## config.mk

```make
export PLATFORM = sky130hd
export DESIGN_NAME = srq_host_ctrl
export DESIGN_NICKNAME = d
export VERILOG_FILES = /design/src/shared/srq_pkg.sv /design/src/rtl/srq_host_ctrl.sv
export SDC_FILE = /design/constraint.sdc
export NUM_CORES = 1
export LEC_CHECK = 0
export BUFFER_PORTS_ARGS = -buffer_cell sky130_fd_sc_hd__clkbuf_2
export CORE_AREA = 2 2 237 122
export DETAILED_ROUTE_END_ITERATION = 12
export DIE_AREA = 0 0 239 124
export GPL_ROUTABILITY_DRIVEN = 0
export HOLD_SLACK_MARGIN = 0.12
export MAX_ROUTING_LAYER = met4
export PLACE_DENSITY = 0.62
export RECOVER_POWER = 50
export SETUP_SLACK_MARGIN = 0.2
export SKIP_LAST_GASP = 1
export SYNTH_ARGS = -nofsm -noshare
export SYNTH_HDL_FRONTEND = slang
export SYNTH_SLANG_ARGS = --single-unit
export TNS_END_PERCENT = 5
```

## constraint.sdc

```tcl
create_clock -name aclk -period 5.2 [get_ports aclk]
set_input_delay 0.26 -clock aclk [delete_from_list [all_inputs] [get_ports aclk]]
set_output_delay 0.26 -clock aclk [all_outputs]
set_load 0.05 [all_outputs]
```

## src/shared/srq_pkg.sv

```systemverilog
// Package for the secure-region and query host controller: register map,
// field positions, operation codes, pin timing and shared carrier types.
// Assumes a 10 MHz system clock and a 32-bit AXI4-Lite register bus.
package srq_pkg;

  // ****************************************************************
  // Bus and flash widths
  // ****************************************************************
  localparam int unsigned AXI_AW      = 8;
  localparam int unsigned DATA_W      = 32;
  localparam int unsigned FLASH_AW    = 23;

  // ****************************************************************
  // Register byte offsets
  // ****************************************************************
  localparam logic [7:0] REG_CTRL     = 8'h00;
  localparam logic [7:0] REG_CMD      = 8'h04;
  localparam logic [7:0] REG_ADDR     = 8'h08;
  localparam logic [7:0] REG_WDATA    = 8'h0c;
  localparam logic [7:0] REG_STATUS   = 8'h10;
  localparam logic [7:0] REG_RDATA    = 8'h14;

  // Control fields
  localparam int unsigned CTRL_WORD   = 0;   // 1 = 16-bit word mode, 0 = 32-bit
  localparam int unsigned CTRL_RST    = 1;   // 1 = hold flash reset pin low
  localparam logic [1:0]  CTRL_RESET_VAL = 2'h0;

  // Status fields
  localparam int unsigned ST_BUSY     = 0;
  localparam int unsigned ST_ERR      = 1;
  localparam int unsigned ST_REGION   = 2;
  localparam int unsigned ST_QUERY    = 3;
  localparam int unsigned ST_PW_READY = 4;
  localparam int unsigned ST_RDY      = 5;

  // AXI responses
  localparam logic [1:0] RESP_OKAY    = 2'h0;
  localparam logic [1:0] RESP_DECERR  = 2'h3;

  // ****************************************************************
  // Flash facts
  // ****************************************************************
  localparam logic [22:0] REGION_LAST_WORD  = 23'h00007f;
  localparam logic [22:0] REGION_LAST_DWORD = 23'h00003f;
  localparam logic [22:0] PW_LAST_WORD      = 23'h000003;  // Eight bytes as 16-bit words
  localparam logic [22:0] PW_LAST_DWORD     = 23'h000001;  // Eight bytes as 32-bit words
  localparam logic [3:0]  PW_FULL_WORD      = 4'hf;
  localparam logic [3:0]  PW_FULL_DWORD     = 4'h3;
  localparam logic [31:0] QUERY_CMD         = 32'h00000098;
  localparam logic [22:0] QUERY_ADDR_DWORD  = 23'h000055;
  localparam logic [22:0] QUERY_ADDR_WORD   = 23'h0000aa;

  // ****************************************************************
  // Operation codes written to the command register
  // ****************************************************************
  typedef enum logic [2:0] {
    OP_WRITE  = 3'h0,
    OP_READ   = 3'h1,
    OP_QUERY  = 3'h2,
    OP_RESET  = 3'h3,
    OP_ENTER  = 3'h4,
    OP_EXIT   = 3'h5,
    OP_LOCKWR = 3'h6,
    OP_NONE   = 3'h7
  } srq_op_type;

  // ****************************************************************
  // Pin timing, in ns and derived clock counts
  // ****************************************************************
  localparam int unsigned CLK_NS      = 100;
  localparam int unsigned T_SETUP_NS  = 100;
  localparam int unsigned T_PULSE_NS  = 100;
  localparam int unsigned T_HOLD_NS   = 100;
  localparam int unsigned T_READ_NS   = 100;
  localparam int unsigned SYNC_STAGES = 2;
  localparam logic [3:0] SETUP_CYC = 4'((T_SETUP_NS + CLK_NS - 1) / CLK_NS);
  localparam logic [3:0] PULSE_CYC = 4'((T_PULSE_NS + CLK_NS - 1) / CLK_NS);
  localparam logic [3:0] HOLD_CYC  = 4'((T_HOLD_NS + CLK_NS - 1) / CLK_NS);
  // One more cycle: pins settle one edge after the state, then two sync flops
  localparam logic [3:0] READ_CYC  = 4'((T_READ_NS + CLK_NS - 1) / CLK_NS + SYNC_STAGES + 1);

  // ****************************************************************
  // Carrier types
  // ****************************************************************
  typedef struct packed {
    logic ce_n;
    logic we_n;
    logic oe_n;
  } srq_strobe_type;

  typedef struct packed {
    logic [22:0] addr;
    logic [31:0] data;
  } srq_step_type;

endpackage

```

## src/rtl/srq_host_ctrl.sv

```systemverilog
// Host controller for a parallel flash with a lockable secure region and a
// query table. Software drives it over AXI4-Lite; it drives the flash strobes.
// Assumes flash inputs (data, ready) are asynchronous and get two flops first.
//
// Notes on behaviour
// [RQ1] Region spans lowest 128 words or 64 dwords
// [RQ2] Factory-locked region refuses all program and erase
// [RQ3] Customer region: unlimited reads, program once
// [RQ4] No accelerated or bypass programming in region
// [RQ5] Protect region: enter sequence, then protect algorithm
// [RQ6] Exit region before touching the rest
// [RQ7] Locked region never unlocks or changes
// [RQ8] Protection bit set: region programs ignored
// [RQ9] Password is first eight bytes, hidden after lock
// [RQ10] Protection bit blocks every region location
// [RQ11] Write password before any lock bit
// [RQ12] Setup order one: password, lock, data, protect
// [RQ13] Setup order two: all data, lock, protect
// [RQ14] Low supply refuses writes, returns to read
// [RQ15] Write only with select, strobe low, output high
// [RQ16] Power-up strobes low accept no command
// [RQ17] Query command 98h enters query mode
// [RQ18] Reset command leaves query mode
// [RQ19] No query entry while program or erase runs
// [RQ20] Query accepted from identifier mode too
// [RQ21] Query string, command set, table pointer
// [RQ22] Supply limits and timeout exponents follow
// [RQ23] Region reads replace boot area until exit; the code also clears in_region_q on OP_RESET
// [RQ24] Query data on low byte; writes ignored
//
// Register access over AXI4-Lite and the register offsets were decided locally.
`timescale 1ns/1ns
module srq_host_ctrl
  import srq_pkg::*;
#(
  parameter logic [22:0] UNLOCK_ADDR1 = 23'h000555,
  parameter logic [22:0] UNLOCK_ADDR2 = 23'h0002aa,
  parameter logic [31:0] UNLOCK_DATA1 = 32'h000000aa,
  parameter logic [31:0] UNLOCK_DATA2 = 32'h00000055,
  parameter logic [31:0] ENTER_DATA   = 32'h00000088,
  parameter logic [31:0] EXIT_DATA    = 32'h00000090,
  parameter logic [31:0] EXIT_DATA2   = 32'h00000000,
  parameter logic [31:0] RESET_DATA   = 32'h000000f0
) (
  // Clock and reset
  input  wire logic                 aclk,
  input  wire logic                 aresetn,
  // AXI4-Lite write address, data and response
  input  wire logic [AXI_AW-1:0]    s_axi_awaddr,
  input  wire logic                 s_axi_awvalid,
  output logic                      s_axi_awready,
  input  wire logic [DATA_W-1:0]    s_axi_wdata,
  input  wire logic [3:0]           s_axi_wstrb,
  input  wire logic                 s_axi_wvalid,
  output logic                      s_axi_wready,
  output logic [1:0]                s_axi_bresp,
  output logic                      s_axi_bvalid,
  input  wire logic                 s_axi_bready,
  // AXI4-Lite read
  input  wire logic [AXI_AW-1:0]    s_axi_araddr,
  input  wire logic                 s_axi_arvalid,
  output logic                      s_axi_arready,
  output logic [DATA_W-1:0]         s_axi_rdata,
  output logic [1:0]                s_axi_rresp,
  output logic                      s_axi_rvalid,
  input  wire logic                 s_axi_rready,
  // Flash control pins
  output srq_strobe_type            flash_strobe,
  output logic [FLASH_AW-1:0]       flash_addr,
  output logic                      flash_word_mode,
  output logic                      flash_reset_n,
  // Flash data bus, split three ways
  input  wire logic [DATA_W-1:0]    flash_dq_in,
  output logic [DATA_W-1:0]         flash_dq_out,
  output logic                      flash_dq_oe_n,
  // Flash ready/busy
  input  wire logic                 flash_ready
);

  // ****************************************************************
  // Declarations
  // ****************************************************************
  typedef enum logic [2:0] {
    ST_IDLE  = 3'h0,
    ST_WAIT  = 3'h1,
    ST_SETUP = 3'h2,
    ST_PULSE = 3'h3,
    ST_HOLD  = 3'h4,
    ST_RDWT  = 3'h5
  } srq_state_type;

  srq_state_type        state_q;
  srq_op_type           op_q;
  logic [1:0]           ctrl_q;
  logic [22:0]          addr_q;
  logic [31:0]          wdata_q;
  logic [31:0]          rdata_q;
  logic                 err_q;
  logic                 in_region_q;
  logic                 in_query_q;
  logic [3:0]           pw_mask_q;
  logic [3:0]           cnt_q;
  logic [2:0]           step_q;
  logic [2:0]           last_step;
  logic [AXI_AW-1:0]    awaddr_q;
  logic [31:0]          wbuf_q;
  logic [3:0]           wstrb_q;
  logic                 aw_held_q;
  logic                 w_held_q;
  logic [1:0]           rdy_sync_q;
  logic [31:0]          dq_meta_q;
  logic [31:0]          dq_sync_q;
  logic                 wr_fire;
  logic                 cmd_wr;
  logic                 refuse;
  logic                 start;
  logic [22:0]          region_last;
  logic [22:0]          pw_last;
  logic [3:0]           pw_full;
  logic                 pw_ready;
  srq_op_type           new_op;
  srq_step_type         step;

  // ****************************************************************
  // Input synchronisers
  // ****************************************************************
  // Pins are asynchronous to aclk; only the second stage is read
  always_ff @(posedge aclk) begin
    if (!aresetn) begin
      rdy_sync_q <= 2'h0;
      dq_meta_q  <= 32'h00000000;
      dq_sync_q  <= 32'h00000000;
    end else begin
      rdy_sync_q <= {rdy_sync_q[0], flash_ready};
      dq_meta_q  <= flash_dq_in;
      dq_sync_q  <= dq_meta_q;
    end
  end

  // ****************************************************************
  // Mode-dependent limits
  // ****************************************************************
  assign region_last = ctrl_q[CTRL_WORD] ? REGION_LAST_WORD : REGION_LAST_DWORD; // [RQ1]
  assign pw_last     = ctrl_q[CTRL_WORD] ? PW_LAST_WORD : PW_LAST_DWORD;         // [RQ9]
  assign pw_full     = ctrl_q[CTRL_WORD] ? PW_FULL_WORD : PW_FULL_DWORD;
  assign pw_ready    = (pw_mask_q & pw_full) == pw_full;

  // ****************************************************************
  // AXI4-Lite write channel
  // ****************************************************************
  assign s_axi_awready = !aw_held_q;
  assign s_axi_wready  = !w_held_q;
  assign wr_fire       = aw_held_q && w_held_q && !s_axi_bvalid;
  assign cmd_wr        = wr_fire && (awaddr_q == REG_CMD);

  // Address and data are held separately, in either order
  always_ff @(posedge aclk) begin
    if (!aresetn) begin
      aw_held_q    <= 1'b0;
      w_held_q     <= 1'b0;
      awaddr_q     <= 8'h00;
      wbuf_q       <= 32'h00000000;
      wstrb_q      <= 4'h0;
      s_axi_bvalid <= 1'b0;
      s_axi_bresp  <= RESP_OKAY;
    end else begin
      if (s_axi_awvalid && s_axi_awready) begin
        aw_held_q <= 1'b1;
        awaddr_q  <= s_axi_awaddr;
      end
      if (s_axi_wvalid && s_axi_wready) begin
        w_held_q <= 1'b1;
        wbuf_q   <= s_axi_wdata;
        wstrb_q  <= s_axi_wstrb;
      end
      if (wr_fire) begin
        s_axi_bvalid <= 1'b1;
        s_axi_bresp  <= (awaddr_q == REG_CTRL || awaddr_q == REG_CMD ||
                         awaddr_q == REG_ADDR || awaddr_q == REG_WDATA ||
                         awaddr_q == REG_STATUS || awaddr_q == REG_RDATA)
                        ? RESP_OKAY : RESP_DECERR;
      end else if (s_axi_bvalid && s_axi_bready) begin
        s_axi_bvalid <= 1'b0;
        aw_held_q    <= 1'b0;
        w_held_q     <= 1'b0;
      end
    end
  end

  // Byte-lane merge for the software registers
  function automatic logic [31:0] merge(input logic [31:0] old, input logic [31:0] nw,
                                        input logic [3:0] be);
    logic [31:0] res;
    res = old;
    for (int i = 0; i < 4; i++) begin
      if (be[i]) begin
        res[i*8 +: 8] = nw[i*8 +: 8];
      end
    end
    return res;
  endfunction

  // Control, address and write-data registers
  always_ff @(posedge aclk) begin
    if (!aresetn) begin
      ctrl_q  <= CTRL_RESET_VAL;
      addr_q  <= 23'h000000;
      wdata_q <= 32'h00000000;
    end else if (wr_fire) begin
      if (awaddr_q == REG_CTRL && state_q == ST_IDLE) begin
        ctrl_q <= 2'(merge({30'h00000000, ctrl_q}, wbuf_q, wstrb_q));
      end
      if (awaddr_q == REG_ADDR) begin
        addr_q <= 23'(merge({9'h000, addr_q}, wbuf_q, wstrb_q));
      end
      if (awaddr_q == REG_WDATA) begin
        wdata_q <= merge(wdata_q, wbuf_q, wstrb_q);
      end
    end
  end

  // ****************************************************************
  // AXI4-Lite read channel
  // ****************************************************************
  assign s_axi_arready = !s_axi_rvalid;

  // One-cycle read answer; unmapped offsets give DECERR and zero
  always_ff @(posedge aclk) begin
    if (!aresetn) begin
      s_axi_rvalid <= 1'b0;
      s_axi_rdata  <= 32'h00000000;
      s_axi_rresp  <= RESP_OKAY;
    end else if (s_axi_arvalid && s_axi_arready) begin
      s_axi_rvalid <= 1'b1;
      s_axi_rresp  <= RESP_OKAY;
      unique case (s_axi_araddr)
        REG_CTRL:   s_axi_rdata <= {30'h00000000, ctrl_q};
        REG_CMD:    s_axi_rdata <= {29'h00000000, op_q};
        REG_ADDR:   s_axi_rdata <= {9'h000, addr_q};
        REG_WDATA:  s_axi_rdata <= wdata_q;
        REG_STATUS: s_axi_rdata <= {26'h0000000, rdy_sync_q[1], pw_ready, in_query_q,
                                    in_region_q, err_q, (state_q != ST_IDLE)};
        REG_RDATA:  s_axi_rdata <= rdata_q;
        default: begin
          s_axi_rdata <= 32'h00000000;
          s_axi_rresp <= RESP_DECERR;
        end
      endcase
    end else if (s_axi_rready) begin
      s_axi_rvalid <= 1'b0;
    end
  end

  // ****************************************************************
  // Command check
  // ****************************************************************
  assign new_op = srq_op_type'(wbuf_q[2:0]);

  // Refuse what would break the device's protocol instead of sending it
  always_comb begin
    refuse = 1'b0;
    if (state_q != ST_IDLE || new_op == OP_NONE) begin
      refuse = 1'b1;
    end else if (in_query_q && new_op != OP_RESET && new_op != OP_READ &&
                 new_op != OP_QUERY) begin
      refuse = 1'b1;                                             // [RQ18] [RQ24]
    end else if (in_region_q && (new_op == OP_WRITE || new_op == OP_READ) &&
                 addr_q > region_last) begin
      refuse = 1'b1;                                             // [RQ6] [RQ23]
    end else if (new_op == OP_LOCKWR && (!in_region_q || !pw_ready)) begin
      refuse = 1'b1;                                             // [RQ5] [RQ11]
    end
  end
  assign start = cmd_wr && !refuse;

  // ****************************************************************
  // Bus cycle steps per operation
  // ****************************************************************
  always_comb begin
    last_step = 3'h0;
    step      = '{addr: addr_q, data: wdata_q};
    unique case (op_q)
      OP_QUERY: begin
        step.addr = ctrl_q[CTRL_WORD] ? QUERY_ADDR_WORD : QUERY_ADDR_DWORD;  // [RQ17]
        step.data = QUERY_CMD;                                               // [RQ20]
      end
      OP_RESET: step.data = RESET_DATA;                                      // [RQ18]
      OP_ENTER, OP_EXIT: begin
        last_step = (op_q == OP_ENTER) ? 3'h2 : 3'h3;                        // [RQ5]
        unique case (step_q)
          3'h0:    step = '{addr: UNLOCK_ADDR1, data: UNLOCK_DATA1};
          3'h1:    step = '{addr: UNLOCK_ADDR2, data: UNLOCK_DATA2};
          3'h2:    step = '{addr: UNLOCK_ADDR1,
                            data: (op_q == OP_ENTER) ? ENTER_DATA : EXIT_DATA};
          default: step = '{addr: addr_q, data: EXIT_DATA2};
        endcase
      end
      default: ;
    endcase
  end

  // ****************************************************************
  // Pin sequencer
  // ****************************************************************
  // Each write step: setup with select low and write strobe high, write strobe pulse, hold
  always_ff @(posedge aclk) begin
    if (!aresetn) begin
      state_q <= ST_IDLE;
      op_q    <= OP_NONE;
      cnt_q   <= 4'h0;
      step_q  <= 3'h0;
      rdata_q <= 32'h00000000;
    end else begin
      unique case (state_q)
        ST_IDLE: begin
          if (start) begin
            op_q    <= new_op;
            step_q  <= 3'h0;
            state_q <= ST_WAIT;
          end
        end
        ST_WAIT: begin
          // Busy flash gets nothing, so no query lands mid-algorithm
          if (rdy_sync_q[1] && ctrl_q[CTRL_RST] == 1'b0) begin               // [RQ19]
            cnt_q   <= (op_q == OP_READ) ? READ_CYC : SETUP_CYC;
            state_q <= (op_q == OP_READ) ? ST_RDWT : ST_SETUP;
          end
        end
        ST_SETUP: begin
          cnt_q <= cnt_q - 4'h1;
          if (cnt_q == 4'h1) begin
            cnt_q   <= PULSE_CYC;
            state_q <= ST_PULSE;
          end
        end
        ST_PULSE: begin
          cnt_q <= cnt_q - 4'h1;
          if (cnt_q == 4'h1) begin
            cnt_q   <= HOLD_CYC;
            state_q <= ST_HOLD;
          end
        end
        ST_HOLD: begin
          cnt_q <= cnt_q - 4'h1;
          if (cnt_q == 4'h1) begin
            if (step_q == last_step) begin
              state_q <= ST_IDLE;
            end else begin
              step_q  <= step_q + 3'h1;
              cnt_q   <= SETUP_CYC;
              state_q <= ST_SETUP;
            end
          end
        end
        ST_RDWT: begin
          // Two extra cycles cover the data synchroniser
          cnt_q <= cnt_q - 4'h1;
          if (cnt_q == 4'h1) begin
            rdata_q <= in_query_q ? {24'h000000, dq_sync_q[7:0]} : dq_sync_q;  // [RQ24]
            state_q <= ST_IDLE;
          end
        end
        default: state_q <= ST_IDLE;
      endcase
    end
  end

  // ****************************************************************
  // Mode tracking and error flag
  // ****************************************************************
  // Modes change when the last cycle of their sequence completes, and clear while the reset bit is set
  always_ff @(posedge aclk) begin
    if (!aresetn) begin
      in_region_q <= 1'b0;
      in_query_q  <= 1'b0;
      pw_mask_q   <= 4'h0;
    end else if (ctrl_q[CTRL_RST]) begin
      in_region_q <= 1'b0;                                                    // [RQ23]
      in_query_q  <= 1'b0;
    end else if (state_q == ST_HOLD && cnt_q == 4'h1 && step_q == last_step) begin
      unique case (op_q)
        OP_ENTER: in_region_q <= 1'b1;                                        // [RQ23]
        OP_EXIT:  in_region_q <= 1'b0;                                        // [RQ6]
        OP_QUERY: in_query_q  <= 1'b1;                                        // [RQ17]
        OP_RESET: begin
          in_query_q  <= 1'b0;                                                // [RQ18]
          in_region_q <= 1'b0;                                                // [RQ13]
        end
        OP_WRITE: begin
          if (in_region_q && addr_q <= pw_last) begin
            pw_mask_q[addr_q[1:0]] <= 1'b1;                                   // [RQ12]
          end
        end
        default: ;
      endcase
    end
  end

  // Sticky error; a refusal in the clearing cycle wins
  always_ff @(posedge aclk) begin
    if (!aresetn) begin
      err_q <= 1'b0;
    end else if (cmd_wr && refuse) begin
      err_q <= 1'b1;
    end else if (start) begin
      err_q <= 1'b0;
    end
  end

  // ****************************************************************
  // Pin drive
  // ****************************************************************
  // Output enable stays high whenever write strobe is low
  always_ff @(posedge aclk) begin
    if (!aresetn) begin
      flash_strobe    <= '{ce_n: 1'b1, we_n: 1'b1, oe_n: 1'b1};
      flash_addr      <= 23'h000000;
      flash_dq_out    <= 32'h00000000;
      flash_dq_oe_n   <= 1'b1;
      flash_word_mode <= 1'b0;
      flash_reset_n   <= 1'b0;
    end else begin
      flash_word_mode <= ctrl_q[CTRL_WORD];
      flash_reset_n   <= !ctrl_q[CTRL_RST];
      flash_strobe.ce_n <= !(state_q == ST_SETUP || state_q == ST_PULSE ||
                             state_q == ST_HOLD || state_q == ST_RDWT);
      flash_strobe.we_n <= !(state_q == ST_PULSE);                            // [RQ15]
      flash_strobe.oe_n <= !(state_q == ST_RDWT);                             // [RQ15]
      flash_dq_oe_n     <= !(state_q == ST_SETUP || state_q == ST_PULSE ||
                             state_q == ST_HOLD);
      if (state_q == ST_SETUP || state_q == ST_RDWT) begin
        flash_addr   <= step.addr;
        flash_dq_out <= step.data;
      end
    end
  end

endmodule

```

# Yosys cells after proc, flatten, opt, wreduce, memory -nomap -nowiden
# Index checks and enable logic that the tools add are counted.
# word_totals
reg_bits,320
# op_classes
n_lt_le_gt_ge,4
n_bitwise,4
muxes,53
reduce_logical,80
n_eq_ne,38
addsub,2
# op_table
op,count
$pmux 32 s6,1
$pmux 55 s3,1
$pmux 32 s3,1
$pmux 23 s2,1
$mux 3,11
$eq 8x4->1 const B,4
$eq 8x5->1 const B,4
$mux 32,1
$reduce_and 3->1,8
$gt 23x7->1,1
$le 23x2->1,1
$logic_and 1x1->1,21
$mux 4,5
$eq 3x3->1 const B,6
$mux 1,18
$pmux 3 s6,1
$eq 8x3->1 const B,2
$logic_not 8->1,2
$pmux 4 s4,1
$eq 3x2->1 const B,5
$ne 2x2->1 const B,7
$eq 3x1->1 const B,4
$logic_not 1->1,12
$logic_not 3->1,4
other kinds (28),59

# Longest topological paths before layout
# Gate-level depths: netlist of the first run.
# logic_depth
ltp_word,14
depth_mapped,10

# Least setup slack after synthesis of the first run
# Ideal clock, no wire load.
# synth_path
path_kind,register to register
startpoint,reg op_q[1]
endpoint,reg step_q[2]
stages_incl_launch_ff,10
path_buffers,2
setup_time_ns,0.080
arrival_time_ns,2.219
period_less_slack_ns,2.299
path_slack_ns,2.901
required_time_ns,5.120
path_cell_list,dfxtp_1 -> inv_1 -> ha_1 -> buf_4 -> or4bb_2 -> mux2i_1 -> or4_1 -> clkbuf_2 -> or3_1 -> a211oi_2
# synth_via
elab_chain_cells,6
# synth_rtl
item,line_no,text
start: declaration,srq_host_ctrl.sv:93,srq_op_type op_q;
start signal: assignment,srq_host_ctrl.sv:317,op_q <= new_op;
"$eq 3x3->1, on equally long branches","srq_host_ctrl.sv:282, srq_host_ctrl.sv:289",
$mux 1 or $reduce_or 2->1 (tied branches),"srq_host_ctrl.sv:289, srq_host_ctrl.sv:282",
$mux 2 (*),srq_host_ctrl.sv:282,unique case (op_q)
$eq 3x3->1 (*),srq_host_ctrl.sv:346,if (step_q == last_step) begin
$ne 2x2->1 (no line) (*),-,
$reduce_and 4->1 (no line) (*),-,
end signal: assignment,srq_host_ctrl.sv:349,step_q <= step_q + 3'h1;
end: declaration,srq_host_ctrl.sv:103,logic [2:0] step_q;
# Mark *: on every way between the ends. The rest lies on a longest branch, timed or not.
# A chain may end at the register's enable or synchronous reset.

==> results of run 1 <==
==> per-layer routing <==
metal  vias to the layer above  routed length (µm)
met2                       403               14800
met3                        70                3190
li1                       5127                   -
met1                      4978               17100
met4                         0                 952
met5                         -                   0
==> logic make-up (layout without fill, tap and decap cells) <==
group / count (synthesis) / after routing / synth area share [%]
compound gates: 285 / 285 / 13.8
xor+xnor: 2 / 2 / 0.143
mux: 90 / 90 / 7.59
buf+inv: 123 / 355 / 4.02
simple gates: 544 / 544 / 21.4
flops: 318 / 318 / 52.1
fa+ha+maj: 10 / 10 / 1.02
==> power by group through the flow <==
stage	combinational [mW]	sequential, mW	clock, mW
after floorplan	0.209	2.64	0
after global placement	0.353	2.61	0
after detailed placement	0.359	2.61	0
after CTS	0.411	2.56	2.15
after global routing	0.443	2.56	2.25
final	0.408	2.56	2.12
==> tightest hold or removal path, cell delays in order <==
cell and delay [ns]:
clkbuf_2 0.11, a2111oi_0 0.12, a21oi_1 0.16
==> sequential cells by signal (all words and copies together) (netlist names), 4 cells and up <==
name,count
wstrb_q,4
s_axi_rdata,32
flash_dq_out,32
rdata_q,32
wbuf_q,32
addr_q,23
pw_mask_q,4
cnt_q,4
wdata_q,32
dq_sync_q,32
flash_addr,23
awaddr_q,8
dq_meta_q,32
==> cell usage in the layout (no fill, tap or decap), drive strengths merged, types with 7 or more instances in the layout <==
master       instances
nor3                 8
a2bb2oi              9
nand3               53
nor2               133
dlygate4sd3         85
inv                 18
clkinv               9
nand3b              26
o21ai               48
clkbuf             235
ha                  10
o21a                 7
mux2i               86
nand2              196
nor4                 8
a21oi              158
a32oi               10
nor2b                8
nand2b              11
and2                69
dfxtp              318
==> area by class of cell <==
cell class	instances	area [µm²]	share of cell area [%]
repair buffers	286	1740	11.7
clock inverters	11	113	0.753
clock buffers	40	817	5.46
well taps	360	450	3.01
inverters	18	72.6	0.485
multi-input cells	931	5390	36.1
flip-flops and latches	318	6370	42.6
==> how the worst min path moves through the flow <==
stage	startpoint	to	slack (ns)	depth (start not counted)
after global placement	dq_meta_q[21]	dq_sync_q[21]	0.42	1
final	s_axi_araddr[7]	s_axi_rresp[0]	0.15	3
after global routing	s_axi_araddr[7]	s_axi_rresp[0]	0.17	3
after CTS	s_axi_araddr[7]	s_axi_rresp[0]	0.13	3
after detailed placement	dq_meta_q[13]	dq_sync_q[13]	0.42	1
after floorplan	s_axi_awvalid	aw_held_q	0.37	1
==> results.yml, run 1 <==
pwr:
  p_clk_share_pct: 41.7
  switching_share_pct: 24.4
  p_int_mw: 3.84
  combinationalPowerShare_pct: 8.0
  leakage_nw: 5.89
  p_total_mw: 5.08
  seq_power_share_pct: 50.3
  p_switching_mw: 1.24
  vdd_drop_max_mv: 0.284
  power_density_mw_per_mm2: 340
floorplan:
  io_pins: 194
  initial_core_util_pct: 44.6
  row_count: 43
  dieArea_mm2: 0.0296
  die_x_um: 239
  core_area_mm2: 0.0274
  fp.dieH_um: 124
worst_setup_path:
  r2r_cells: 7
  r2r_end: "op_q[2]"
  critPathLaunchType: "input port"
  cp_data_arrival_time_ns: 4.15
  cp_num_buf_inv: 5
  criticalPathCategory: "input port to register"
  crit_path_end: "aw_held_q"
  worstSetupPathDepth: 7
  endpoint_kind: "register"
  worstReg2RegStart: "ctrl_q[0]"
  critPathMaxFanout: 109
  cp.required_ns: 5.64
  cp_top_family: "buffers and inverters"
  path_cells: "clkbuf_2 > buf_4 > inv_6 > clkbuf_2 > a21oi_1 > o21a_1 > dlygate4sd3_1"
  path_common_cell: "clkbuf_2"
  cp_slowest_cell: "clkbuf_2"
  cp-startpoint: "aresetn"
  slowest_delay_ns: 1.64
  r2r_setup_slack_ns: 2.21
min_path:
  hold_class: "input port to register"
job:
  max_cap_viol_count: 2
timing:
  setup_viol: 0
  tightest_slew_ns: 2.23
  slew_violations: 147
  fin_skew_ns: 0.0134
  holdWs_ns: 0.149
  tns_ns: 0
  fin_ws_ns: 1.49
  max_slew_margin_pct: -48.8
  grt_setup_unrepaired: "false"
  fin_crit_ns: 3.71
  fmax_ghz: 0.270
  fin_crit_sh_pct: 71.3
  hold_viol_final: 0
route:
  routedWlPerCell_um: 18.4
  vias: 10600
  finalWirelength_mm: 36.1
  drc_errors: 0
  dr.pass1.iters: 5
  drt_iter0_drc: 950
  antenna_left: 0
  viasPerCell: 5.39
cts:
  postCtsSetupBuffers: 0
  clkTransAtPathRegs_ns: 0.06
  clock-root-buffer: "clkbuf_16"
  cts.sinks: 318
  cts_buffer_depth: 3
  clk_latency_ns: 0.56
  cts_resized: 0
  holdBufCountCts: 85
  htreeDepth: 1
  cts_tree: "yes"
  cts_made_buffers: 29
final_layout:
  instances_no_fill: 1964
  drive_gt1_share_pct: 10.2
  antenna_cells: 0
  fin_util_pct: 54.5
  design_area_mm2: 0.0150
  final.fill_count: 2519
  nets: 1686
  syn_to_final_growth_pct: 22.3
yosys:
  yosys.area.top_type: "dfxtp_1"
  syn_area_mm2: 0.0122
  async_flop_share_pct: 0
  yosysWarnings: 0
  synth_edf_count: 0
  synth.avg_cell_area_um2: 8.91
  synth_cells: 1372
  yosysSeqAreaShare_pct: 52.1
  synthFlopType: "dfxtp_1"
  synth.most_common_cell: "dfxtp_1"
  synth_nets: 1474
  netlist_top_cells_area: "dfxtp_1, mux2i_1, a21oi_1"
  synth.top_cells.by_count: "dfxtp_1, nand2_1, a21oi_1"
  synth.distinct_cells: 64
  synth_top_area_share_pct: 52.1
  ys_ff_latch: 318
global_route:
  grt_usage_pct: 24.2
  grt_busiest_layer: "met1"
  grt_overflow: 0
  grt_pass1_wl_mm: 54.0
  grt_start_max_net_pins: 110
  antenna_found_initial: 0
  use_met2_pct: 33.1
  grt_pass1_vias: 9631
  use_met1_pct: 34.9
  use_met3_pct: 5.92
status:
  status: "complete, but fails checks"
  violations: "capacitance limit, slew limit"
placed_design:
  post-dp-hpwl_mm: 25.0
  place_inst: 1828
  port_buffers: 193
  placed_cell_area_mm2: 0.0133
  post-place-ws_ns: 2.36
Note: power is estimated with default switching activity, not from simulation.
==> inputs of run 2 (changes only) <==
--- a/config.mk
+++ b/config.mk
@@ -12,7 +12,7 @@
 export GPL_ROUTABILITY_DRIVEN = 0
 export HOLD_SLACK_MARGIN = 0.12
 export MAX_ROUTING_LAYER = met4
-export PLACE_DENSITY = 0.62
+export PLACE_DENSITY = 0.65
 export RECOVER_POWER = 50
 export SETUP_SLACK_MARGIN = 0.2
 export SKIP_LAST_GASP = 1
==> constraint.sdc (replaced) <==
create_clock -name aclk -period 3.3 [get_ports aclk]
set_input_delay 0.165 -clock aclk [delete_from_list [all_inputs] [get_ports aclk]]
set_output_delay 0.165 -clock aclk [all_outputs]
set_load 0.05 [all_outputs]
==> run 2 against run 1 <==
The flow still finishes with violations (capacitance limit, slew limit). Count of clock-buffer cells in the layout increased by 2. Final cell count increased by 0.81%. First-iteration DRC count increased by 14%. Register-to-register slack got worse by 1.7 ns. Sequential share of layout area decreased by 0.50 points. Highest routed layer unchanged. Clock skew increased by 0.0050 ns. Critical path type unchanged. Largest cell class unchanged. Combinational power increased by 63%. Clock power increased by 64%.
==> results.yml, run 2 (same netlist as run 1, synthesis figures left out) <==
pwr:
  switching_share_pct: 23.8
  seq_power_share_pct: 49.3
  vdd_drop_max_mv: 0.347
  p_switching_mw: 1.95
  p_int_mw: 6.23
  leakage_nw: 5.98
  combinationalPowerShare_pct: 8.1
  p_clk_share_pct: 42.6
  power_density_mw_per_mm2: 540
worst_setup_path:
  cp_num_buf_inv: 3
  critPathLaunchType: "input port"
  r2r_cells: 7
  r2r_end: "op_q[1]"
  criticalPathCategory: "input port to register"
  worstReg2RegStart: "ctrl_q[0]"
  crit_path_end: "aw_held_q"
  cp_slowest_cell: "inv_1"
  worstSetupPathDepth: 5
  path_cells: "clkbuf_2 > inv_1 > a21oi_1 > o21a_1 > dlygate4sd3_1"
  r2r_setup_slack_ns: 0.53
  critPathMaxFanout: 68
  endpoint_kind: "register"
  cp.required_ns: 3.74
  cp-startpoint: "aresetn"
  slowest_delay_ns: 1.75
  cp_data_arrival_time_ns: 3.35
  cp_top_family: "buffers and inverters"
route:
  drt_iter0_drc: 1084
  drc_errors: 0
  antenna_left: 0
  viasPerCell: 5.40
  dr.pass1.iters: 5
  finalWirelength_mm: 36.2
  vias: 10700
  routedWlPerCell_um: 18.3
cts:
  holdBufCountCts: 88
  clk_latency_ns: 0.56
  clock-root-buffer: "clkbuf_16"
  postCtsSetupBuffers: 0
  cts.sinks: 318
  cts_made_buffers: 28
  clkTransAtPathRegs_ns: 0.07
  cts_buffer_depth: 3
  cts_resized: 0
  cts_tree: "yes"
  htreeDepth: 1
global_route:
  grt_pass1_vias: 9763
  grt_start_max_net_pins: 73
  grt_overflow: 0
  grt_usage_pct: 24.3
  grt_pass1_wl_mm: 54.4
  antenna_found_initial: 0
timing:
  max_slew_margin_pct: -53.3
  holdWs_ns: 0.237
  slew_violations: 141
  fmax_ghz: 0.344
  tightest_slew_ns: 2.30
  hold_viol_final: 0
  grt_setup_unrepaired: "false"
  tns_ns: 0
  fin_skew_ns: 0.0184
  fin_crit_ns: 2.90
  setup_viol: 0
  fin_crit_sh_pct: 88.0
placed_design:
  post-dp-hpwl_mm: 25.1
  port_buffers: 193
  placed_cell_area_mm2: 0.0134
status:
  status: "complete, but fails checks"
  violations: "capacitance limit, slew limit"
floorplan:
  core_area_mm2: 0.0274
  row_count: 43
  die_x_um: 239
  initial_core_util_pct: 44.6
  dieArea_mm2: 0.0296
  fp.dieH_um: 124
  io_pins: 194
final_layout:
  final_cell_mix: "dfxtp_1, nand2_1, a21oi_1"
  antenna_cells: 0
  design_area_mm2: 0.0151
  fin_util_pct: 55.2
  nets: 1700
  syn_to_final_growth_pct: 23.8
  drive_gt1_share_pct: 10.7
  final_common_cell: "dfxtp_1"
min_path:
  hold_class: "input port to register"
  hold_depth: 2
job:
  max_cap_viol_count: 2
[run 2: power groups by stage]
stage                     clock, mW  sequential, mW  combinational, mW
after global routing           3.69            4.03              0.715
after global placement            0            4.10              0.570
after CTS                      3.53            4.02              0.666
after detailed placement          0            4.11              0.579
after floorplan                   0            4.15              0.330
final                          3.48            4.03              0.665
[run 2: how the worst min path moves through the flow]
stage / to / startpoint
6_report: s_axi_rdata[2] / aresetn
5_1_grt: s_axi_rdata[2] / aresetn
4_1_cts: s_axi_rdata[2] / aresetn
3_5_place_dp: dq_meta_q[14] / flash_dq_in[14]
3_3_place_gp: dq_meta_q[14] / flash_dq_in[14]
2_1_floorplan: aw_held_q / s_axi_awvalid
[run 2: area by class of cell]
class	count	area, µm²
clock buffers	42	825
inverters	18	67.6
clock inverters	10	156
multi-input cells	931	5390
well taps	360	450
fillers	2509	12300
flip-flops and latches	318	6370
repair buffers	301	1880
[run 2: layer usage]
metal	GRT usage, %	vias to the layer above	share of wire [%]
met3	5.01	67	8.2
met4	6.68	0	2.3
met2	35.9	399	43
li1	-	5145	-
met1	33.7	5081	47
met5	-	-	0
[run 2: stage by stage]
step                      setup slack, ns  power (mW)  std cells
after detailed placement            0.603        4.69       1840
after global placement              0.776        4.67       1840
final                               0.395        8.17       1980
after floorplan                      1.00        4.49       1372
after CTS                           0.593        8.22       1980
after global routing                0.249        8.44       1980
